### config.mk
export PLATFORM = sky130hd
export DESIGN_NAME = lts_trigger_seq
export DESIGN_NICKNAME = d
export VERILOG_FILES = /design/src/logic/lts_pkg.sv /design/src/logic/lts_trigger_seq.sv
export SDC_FILE = /design/constraint.sdc
export NUM_CORES = 2
export LEC_CHECK = 0
export BUFFER_PORTS_ARGS = -buffer_cell sky130_fd_sc_hd__buf_4
export CAP_MARGIN = 10
export CORE_MARGIN = 4
export CORE_UTILIZATION = 37
export DETAILED_ROUTE_END_ITERATION = 10
export GPL_TIMING_DRIVEN = 0
export PLACE_DENSITY_LB_ADDON = 0.25
export REMOVE_ABC_BUFFERS = 1
export SYNTH_ARGS = -nofsm -noshare
export SYNTH_HDL_FRONTEND = slang
export SYNTH_SLANG_ARGS = --single-unit
### constraint.sdc
create_clock -name clk_sys -period 9.18 [get_ports clk_sys]
set_clock_uncertainty 0.2 [all_clocks]
set_input_delay 0.459 -clock clk_sys [delete_from_list [all_inputs] [get_ports clk_sys]]
set_output_delay 0.459 -clock clk_sys [all_outputs]
set_load 0.03 [all_outputs]
### src/logic/lts_pkg.sv
package lts_pkg;
	localparam int LTS_DW = 16;
	localparam int LTS_NW = 7;
	localparam int LTS_CW = 16;
	localparam int LTS_AW = 8;
	// Register byte addresses
	localparam logic [7:0] LTS_A_CTRL = 8'h00;
	localparam logic [7:0] LTS_A_STAT = 8'h04;
	localparam logic [7:0] LTS_A_TCNT = 8'h08;
	localparam logic [7:0] LTS_A_TDLY = 8'h0C;
	localparam logic [7:0] LTS_A_WBASE = 8'h10;
	localparam logic [7:0] LTS_A_WEND = 8'h80;
	localparam logic [3:0] LTS_S_WVAL = 4'h0;
	localparam logic [3:0] LTS_S_WCARE = 4'h4;
	localparam logic [3:0] LTS_S_WCFG = 4'h8;
	localparam int LTS_WSHIFT = 4;
	// CTRL fields, plus TDLY unit and word invert bits
	localparam int LTS_C_MODE = 0;
	localparam int LTS_C_FALL = 2;
	localparam int LTS_C_GEDGE = 3;
	localparam int LTS_C_GEN = 4;
	localparam int LTS_C_MEN = 5;
	localparam int LTS_C_START = 6;
	localparam int LTS_C_STOP = 7;
	localparam int LTS_C_LAST = 8;
	localparam int LTS_D_UNIT = 16;
	localparam int LTS_W_INV = 16;
	localparam logic [2:0] LTS_LAST_MAX = 3'h6;
	// STATUS fields
	localparam int LTS_ST_ACT = 0;
	localparam int LTS_ST_ACQ = 1;
	localparam int LTS_ST_DONE = 3;
	localparam int LTS_ST_MOUT = 4;
	localparam int LTS_ST_STEP = 5;
	localparam int LTS_ST_TCNT = 16;
	// Timing
	localparam int LTS_CLK_NS = 10;
	localparam int LTS_MPULSE_NS = 60;
	localparam logic [3:0] LTS_MPULSE_CYC = 4'(LTS_MPULSE_NS / LTS_CLK_NS + 1);
	localparam int LTS_MATCH_LAT = 3;

	typedef enum logic [1:0] {
		LTS_PAR = 2'b00,
		LTS_QPAR = 2'b01,
		LTS_SEQ = 2'b10,
		LTS_IMM = 2'b11
	} lts_mode_e;
	typedef enum logic [1:0] {
		LTS_DU_STATE = 2'b00,
		LTS_DU_WORD = 2'b01,
		LTS_DU_TIME = 2'b10,
		LTS_DU_RSVD = 2'b11
	} lts_dunit_e;
	typedef enum logic [1:0] {
		LTS_IDLE = 2'b00,
		LTS_ARM = 2'b01,
		LTS_DELAY = 2'b10,
		LTS_SPARE = 2'b11
	} lts_acq_e;

	typedef struct packed {
		logic [LTS_AW-1:0] paddr;
		logic psel;
		logic penable;
		logic pwrite;
		logic [31:0] pwdata;
	} lts_apb_req_s;
	typedef struct packed {
		logic [31:0] prdata;
		logic pready;
		logic pslverr;
	} lts_apb_rsp_s;
	typedef struct packed {
		logic [LTS_DW-1:0] value;
		logic [LTS_DW-1:0] care;
		logic [LTS_CW-1:0] dcnt;
		logic inv;
	} lts_word_s;
	typedef struct packed {
		logic [LTS_DW-1:0] probe_s1;
		logic [LTS_DW-1:0] probe_s2;
		logic tclk_s1;
		logic tclk_s2;
		logic tclk_s3;
		logic gate_s1;
		logic gate_s2;
		logic gate_s3;
		lts_mode_e mode;
		logic fall;
		logic gedge;
		logic gen;
		logic men;
		logic [2:0] last;
		lts_word_s [LTS_NW-1:0] word;
		logic [LTS_CW-1:0] tpreset;
		logic [LTS_CW-1:0] tdly;
		lts_dunit_e dunit;
		lts_acq_e acq;
		logic [2:0] step;
		logic [LTS_NW-1:0][LTS_CW-1:0] wcnt;
		logic [LTS_CW-1:0] tcnt;
		logic [LTS_CW-1:0] dcnt;
		logic gate_seen;
		logic [LTS_MATCH_LAT-1:0] mpipe;
		logic mout;
		logic [3:0] mstr;
		logic done;
		logic rdy;
		logic [31:0] prdata;
		logic pslverr;
	} lts_state_s;
endpackage

### src/logic/lts_trigger_seq.sv
// What this block does
// - Seven trigger words, each with delay count.
// - Parallel modes: any configured word triggers.
// - Sequential: arming words before firing word.
// - Immediate: next word on next sample.
// - Any word, clock, delay combination allowed.
// - Per-word match or mismatch triggering.
// - Preset trigger count, counted against preset.
// - Gate input enables internal matching.
// - Gate edge or level sensitive.
// - All don't-care word: gate triggers.
// - Defined word: gate only qualifies.
// - Trigger delay 0..64k states, words, time.
// - Match output high on trigger word.
// - Match output holds until next sample.
// - Match output two sample clocks late.
// - Match pulses stretched beyond 60 ns.
// - Active output high during acquisition.
// - Sample on selected target clock edge.
// - Each bit high, low or don't-care.
`timescale 1ns/10ps
`default_nettype none
module lts_trigger_seq (
	input wire logic clk_sys, // System clock, 100 MHz
	input wire logic resetn, // Async reset, active low
	input wire logic ce, // Clock enable, freezes all state
	input wire lts_pkg::lts_apb_req_s apb_req, // APB request
	output var lts_pkg::lts_apb_rsp_s apb_rsp, // APB response
	input wire logic tgt_clk, // Target sampling clock
	input wire logic [lts_pkg::LTS_DW-1:0] probe_word, // Probe inputs
	input wire logic gate_in, // External gate input
	output var logic match_out, // Match output
	output var logic acq_active // Acquisition running
);
	import lts_pkg::*;

	lts_state_s q;
	lts_state_s n;
	logic tick;
	logic gate_rise;
	logic gate_ok;
	logic [LTS_NW-1:0] raw;
	logic [LTS_NW-1:0] used;
	logic [LTS_NW-1:0] hit;
	logic occ;
	logic evt;
	logic dstep;
	logic setup;
	logic wr;
	logic [LTS_AW-1:0] wofs;
	logic [2:0] widx;
	logic in_words;
	logic [31:0] rdata;
	logic rerr;

	// Address decode shared by read and write
	always_comb begin
		wofs = apb_req.paddr - LTS_A_WBASE;
		widx = wofs[LTS_WSHIFT+2:LTS_WSHIFT];
		in_words = (apb_req.paddr >= LTS_A_WBASE) && (apb_req.paddr < LTS_A_WEND);
		rdata = '0;
		rerr = 1'b0;
		if (apb_req.paddr[1:0] != 2'h0) begin
			rerr = 1'b1;
		end else if (in_words) begin
			case (wofs[LTS_WSHIFT-1:0])
				LTS_S_WVAL: rdata[LTS_DW-1:0] = q.word[widx].value;
				LTS_S_WCARE: rdata[LTS_DW-1:0] = q.word[widx].care;
				LTS_S_WCFG: rdata[LTS_W_INV:0] = {q.word[widx].inv, q.word[widx].dcnt};
				default: rerr = 1'b1;
			endcase
		end else begin
			case (apb_req.paddr)
				LTS_A_CTRL: begin
					rdata[LTS_C_MODE+:2] = q.mode;
					rdata[LTS_C_FALL] = q.fall;
					rdata[LTS_C_GEDGE] = q.gedge;
					rdata[LTS_C_GEN] = q.gen;
					rdata[LTS_C_MEN] = q.men;
					rdata[LTS_C_LAST+:3] = q.last;
				end
				LTS_A_STAT: begin
					rdata[LTS_ST_ACT] = (q.acq != LTS_IDLE);
					rdata[LTS_ST_ACQ+:2] = q.acq;
					rdata[LTS_ST_DONE] = q.done;
					rdata[LTS_ST_MOUT] = q.mout;
					rdata[LTS_ST_STEP+:3] = q.step;
					rdata[LTS_ST_TCNT+:LTS_CW] = q.tcnt;
				end
				LTS_A_TCNT: rdata[LTS_CW-1:0] = q.tpreset;
				LTS_A_TDLY: rdata[LTS_D_UNIT+1:0] = {q.dunit, q.tdly};
				default: rerr = 1'b1;
			endcase
		end
	end

	// Word compare against the synchronised probe word
	always_comb begin
		for (int i = 0; i < LTS_NW; i++) begin
			used[i] = (3'(i) <= q.last);
			raw[i] = ((((q.probe_s2 ^ q.word[i].value) & q.word[i].care) == '0)
				^ q.word[i].inv) && gate_ok;
			if (q.gen && (q.word[i].care == '0)) begin
				raw[i] = gate_ok;
			end
			hit[i] = raw[i] && (q.wcnt[i] == q.word[i].dcnt);
		end
	end

	always_comb begin
		n = q;
		// Two-flop synchronisers; clock and gate add a third stage that only feeds edge detection
		n.probe_s1 = probe_word;
		n.probe_s2 = q.probe_s1;
		n.tclk_s1 = tgt_clk;
		n.tclk_s2 = q.tclk_s1;
		n.tclk_s3 = q.tclk_s2;
		n.gate_s1 = gate_in;
		n.gate_s2 = q.gate_s1;
		n.gate_s3 = q.gate_s2;
		tick = q.fall ? (q.tclk_s3 & ~q.tclk_s2) : (~q.tclk_s3 & q.tclk_s2);
		gate_rise = q.gate_s2 & ~q.gate_s3;
		// Edge mode remembers an edge until the next sample consumes it
		gate_ok = !q.gen || (q.gedge ? (q.gate_seen | gate_rise) : q.gate_s2);
		if (tick) begin
			n.gate_seen = 1'b0;
		end
		if (gate_rise) begin
			n.gate_seen = 1'b1;
		end
		occ = tick && (q.acq != LTS_IDLE) && ((raw & used) != '0);
		evt = 1'b0;
		dstep = 1'b0;

		case (q.acq)
			LTS_ARM: begin
				if (tick) begin
					case (q.mode)
						LTS_PAR, LTS_QPAR: begin
							for (int i = 0; i < LTS_NW; i++) begin
								if (used[i] && raw[i]) begin
									n.wcnt[i] = hit[i] ? '0 : q.wcnt[i] + 16'h0001;
								end
							end
							evt = ((hit & used) != '0);
						end
						LTS_SEQ, LTS_IMM: begin
							if (hit[q.step]) begin
								n.wcnt[q.step] = '0;
								if (q.step == q.last) begin
									evt = 1'b1;
									n.step = '0;
								end else begin
									n.step = q.step + 3'h1;
								end
							end else if (raw[q.step]) begin
								n.wcnt[q.step] = q.wcnt[q.step] + 16'h0001;
							end else if (q.mode == LTS_IMM && q.step != '0) begin
								n.step = '0;
								n.wcnt = '0;
							end
						end
						default: n.step = '0;
					endcase
				end
				if (evt) begin
					if (q.tcnt == q.tpreset) begin
						n.acq = LTS_DELAY;
						n.dcnt = '0;
					end else begin
						n.tcnt = q.tcnt + 16'h0001;
					end
				end
			end
			LTS_DELAY: begin
				case (q.dunit)
					LTS_DU_STATE: dstep = tick;
					LTS_DU_WORD: dstep = occ;
					LTS_DU_TIME: dstep = 1'b1;
					default: dstep = tick;
				endcase
				if (q.dcnt == q.tdly) begin
					n.acq = LTS_IDLE;
					n.done = 1'b1;
				end else if (dstep) begin
					n.dcnt = q.dcnt + 16'h0001;
				end
			end
			default: n.acq = LTS_IDLE;
		endcase

		// Occurrence travels three sample ticks before reaching the pin
		if (tick) begin
			n.mpipe = {q.mpipe[LTS_MATCH_LAT-2:0], occ};
		end
		if (q.mpipe[LTS_MATCH_LAT-1] && !q.mout) begin
			n.mstr = LTS_MPULSE_CYC - 4'h1;
		end else if (q.mstr != '0) begin
			n.mstr = q.mstr - 4'h1;
		end
		// Level stays while the sample at the pipe end was a word, so back-to-back words hold it
		n.mout = q.men && (q.mpipe[LTS_MATCH_LAT-1] || q.mstr != '0);

		// APB: answer in the cycle after setup, with data captured at setup
		setup = apb_req.psel && !apb_req.penable;
		wr = apb_req.psel && apb_req.penable && apb_rsp.pready && apb_req.pwrite;
		n.rdy = apb_req.psel && !(apb_req.penable && apb_rsp.pready);
		if (setup) begin
			n.prdata = rdata;
			n.pslverr = rerr;
		end
		if (wr && !rerr) begin
			if (in_words) begin
				case (wofs[LTS_WSHIFT-1:0])
					LTS_S_WVAL: n.word[widx].value = apb_req.pwdata[LTS_DW-1:0];
					LTS_S_WCARE: n.word[widx].care = apb_req.pwdata[LTS_DW-1:0];
					LTS_S_WCFG: begin
						n.word[widx].dcnt = apb_req.pwdata[LTS_CW-1:0];
						n.word[widx].inv = apb_req.pwdata[LTS_W_INV];
					end
					default: n.pslverr = 1'b1;
				endcase
			end else begin
				case (apb_req.paddr)
					LTS_A_CTRL: begin
						n.mode = lts_mode_e'(apb_req.pwdata[LTS_C_MODE+:2]);
						n.fall = apb_req.pwdata[LTS_C_FALL];
						n.gedge = apb_req.pwdata[LTS_C_GEDGE];
						n.gen = apb_req.pwdata[LTS_C_GEN];
						n.men = apb_req.pwdata[LTS_C_MEN];
						n.last = (apb_req.pwdata[LTS_C_LAST+:3] > LTS_LAST_MAX) ?
							LTS_LAST_MAX : apb_req.pwdata[LTS_C_LAST+:3];
						if (apb_req.pwdata[LTS_C_START]) begin
							n.acq = LTS_ARM;
							n.step = '0;
							n.wcnt = '0;
							n.tcnt = '0;
							n.dcnt = '0;
							n.done = 1'b0;
						end
						// Stop beats start when both are written together
						if (apb_req.pwdata[LTS_C_STOP]) begin
							n.acq = LTS_IDLE;
						end
					end
					LTS_A_TCNT: n.tpreset = apb_req.pwdata[LTS_CW-1:0];
					LTS_A_TDLY: begin
						n.tdly = apb_req.pwdata[LTS_CW-1:0];
						n.dunit = lts_dunit_e'(apb_req.pwdata[LTS_D_UNIT+:2]);
					end
					default: n.pslverr = 1'b1;
				endcase
			end
		end
	end

	always_ff @(posedge clk_sys or negedge resetn) begin
		if (!resetn) begin
			q <= '0;
		end else if (ce) begin
			q <= n;
		end
	end

	// A frozen block holds the bus off rather than drop a write
	assign apb_rsp.pready = q.rdy && ce;
	assign apb_rsp.prdata = q.prdata;
	assign apb_rsp.pslverr = q.pslverr;
	assign match_out = q.mout;
	assign acq_active = (q.acq != LTS_IDLE);
endmodule
`default_nettype wire

==> metrics.yaml <==
worstSetupPathType: "flip-flop to flip-flop"
critPathLaunchType: "flip-flop"
grt_pass1_wl_mm: 242
start_util: 0.374
hold_class: "input port to flip-flop"
port_buffers: 85
final_antenna_net_count: 0
die_w_um: 329
cts_buffers: 74
cts_root_buf: "clkbuf_16"
crit_path_top_delay_cell: "nor3b_1"
pre_cts_ws_ns: 2.51
max_freq_mhz: 145
drive_gt1_frac: 0.211
cts_sinks: 617
timing.slew.headroom: 0.0787
arrival_ns: 7.26
hpwl_mm: 119
grt_max_degree: 116
avgRoutedWirePerCell_um: 32.4
final_common_cell: "dfrtp_1"
n_fill_cell: 9919
wl_met2_mm: 72.5
muxShareOfSynthArea: 0.155
syn_to_final_growth_pct: 12.5
grt_pass1_vias: 32445
hold_path_startpoint: "apb_req[35]"
ctsResizeCount: 0
insertion_delay_ns: 0.67
outcome: "finished, final reports clean"
yosys_warnings: 0
min_period_ns: 6.89
grt_overflow: 0
max_cap_violations: 0
finalWeightedCongestion: 1.02
synth_edf_count: 0
fin_crit_sh: 0.750
synth-compound-area-share: 0.169
cts.clk_slew.worst_paths_ns: 0.06
cts_buffer_depth: 3
rows: 117
max_slew.worst_pin.slew_ns: 1.38
ioPinCount: 100
worst_slack_ns: 2.29
dieArea_sq_um: 108000
p_sw_mw: 1.83
yosysUniqueCellTypes: 104
crit_chain: "nor2b_1 -> a221o_1 -> o221ai_1 -> nor3b_1 -> nand3_1 -> xnor2_1 -> nand4_1 -> or4_1 -> o211ai_1"
yosys.area_share.xor_xnor: 0.0712
dr.pass1.iters: 7
wl_met3_mm: 16.5
ys_seq_elements: 617
wl_met1_mm: 70.0
p_leak_nw: 18.6
first_iter_violations: 5180
finalPower_mw: 6.66
syn_inst: 3853
antenna_found_initial: 11
final_cell_mix: "dfrtp_1, mux2_2, nand2_1"
p_per_area_nw_per_um2: 155
cts_tree: "yes"
hold_slack_ns: 0.0253
grt_use_total: 0.305
ys_seq_area_frac: 0.405
synthFlopType: "dfrtp_1"
rsz0062_at_grt: "no"
p_sw_frac: 0.275
pwr-share-clk: 0.482
slew_violations: 0
r2r-start: "q[188]"
synth_adder_area_share: 0.00722
post_cts_buffers: 0
ir_worst_vdd_v: 0.000150
pwr-share-seq: 0.433
setup_viol: 0
wirelength_mm: 168
coreArea_sq_um: 102000
fin_nets: 3834
cp-end-kind: "flip-flop"
htreeDepth: 3
syn_area_sq_um: 38100
final_cell_count_no_fill: 5184
slowest_delay_ns: 1.07
synth-simple-area-share: 0.148
dp_cells: 5011
postCtsHoldBufs: 25
via_per_inst: 6.59
p_int_mw: 4.83
timing.critical_path.from: "q[188]"
worstPathMaxFanout: 39
routed.top_layer: "met5"
crit_required_ns: 9.55
dieHeight_um: 329
avgSynthCellArea_sq_um: 9.90
ys_async_sr_fraction: 1.00
vias: 34174
hold_viol: 0
drcViolationCount: 0
p_comb_frac: 0.086
synth_top_family_by_area: "compound AO/OA/AOI/OAI gates"
## metrics by stage
step | util | cell area, sq um | TNS [ns]
detailed placement | 0.392 | 40000 | 0
floorplan | - | 36600 | 0
finish | 0.421 | 42900 | 0
CTS | 0.420 | 42900 | 0
global route | 0.420 | 42900 | 0
global placement | 0.382 | 38900 | -1773.51
## final cells by class
class,count,area (sq um),share of cell area
antenna,8,20.0,0.000467
clock buffer,100,2080,0.0485
clock inverter,36,544,0.0127
inverter,48,180,0.00420
multi-input combinational,2845,21200,0.494
sequential,617,15400,0.360
tap,1368,1710,0.0399
timing repair buffer,162,1730,0.0402
## path summary, 6_finish.rpt
kind | endpoint | slack, ns | cells after the start
max in group asynchronous | asynchronous set/reset pin | 7.21 | 4
min | apb_rsp[11] | 0.03 | 4
max | q[99] | 2.29 | 9
max reg2reg | q[99] | 2.29 | 9
min in group asynchronous | q[53] | 0.15 | 2
min reg2reg | q[40] | 0.28 | 1
## worst max-delay path: cells and delay by family, from the launching register on
kind	cells	cell delay (ns)
AO/OA/AOI/OAI	3	0.73
XOR/XNOR	1	0.73
AND/OR/NAND/NOR	5	4.10
flip-flops	1	1.00
## cells in the mapped netlist (47+ instances only)
cell | n | area share
nand2_1 | 384 | 0.038
nor2_1 | 176 | 0.017
mux2i_1 | 65 | 0.017
and3_1 | 49 | 0.0080
a221oi_1 | 48 | 0.011
nor4_1 | 55 | 0.0090
mux2_2 | 410 | 0.12
nor3_1 | 100 | 0.013
nand3_1 | 125 | 0.016
dfrtp_1 | 617 | 0.40
a22oi_1 | 81 | 0.016
xor2_1 | 163 | 0.037
nand4_1 | 83 | 0.014
inv_1 | 47 | 0.0046
xnor2_1 | 147 | 0.034
a31oi_1 | 50 | 0.0082
a21oi_1 | 113 | 0.015
clkbuf_1 | 238 | 0.023
buf_4 | 52 | 0.010
o21ai_0 | 189 | 0.025
## cells by family (layout without fill, tap and decap cells)
kind of cell,count (synthesis),after routing
other cells,0,8
flops,617,617
simple gates,1123,1123
fa+ha+maj,22,22
mux,503,503
compound gates,887,887
buf+inv,391,346
xor+xnor,310,310
## per-layer routing
layer  vias to the layer above  GRT usage
li1                      14224          -
met1                     17442      0.424
met2                      2060      0.453
met3                       446     0.0659
met4                         2      0.144
met5                         -          0
## power by group through the flow
stage / Clock [mW] / Combinational [mW] / Sequential (mW)
floorplan: 0 / 0.248 / 2.89
global placement: 0 / 0.530 / 2.92
detailed placement: 0 / 0.556 / 2.92
CTS: 3.24 / 0.567 / 2.87
global route: 3.34 / 0.611 / 2.88
finish: 3.21 / 0.570 / 2.88
(Power assumes the default switching activity.)
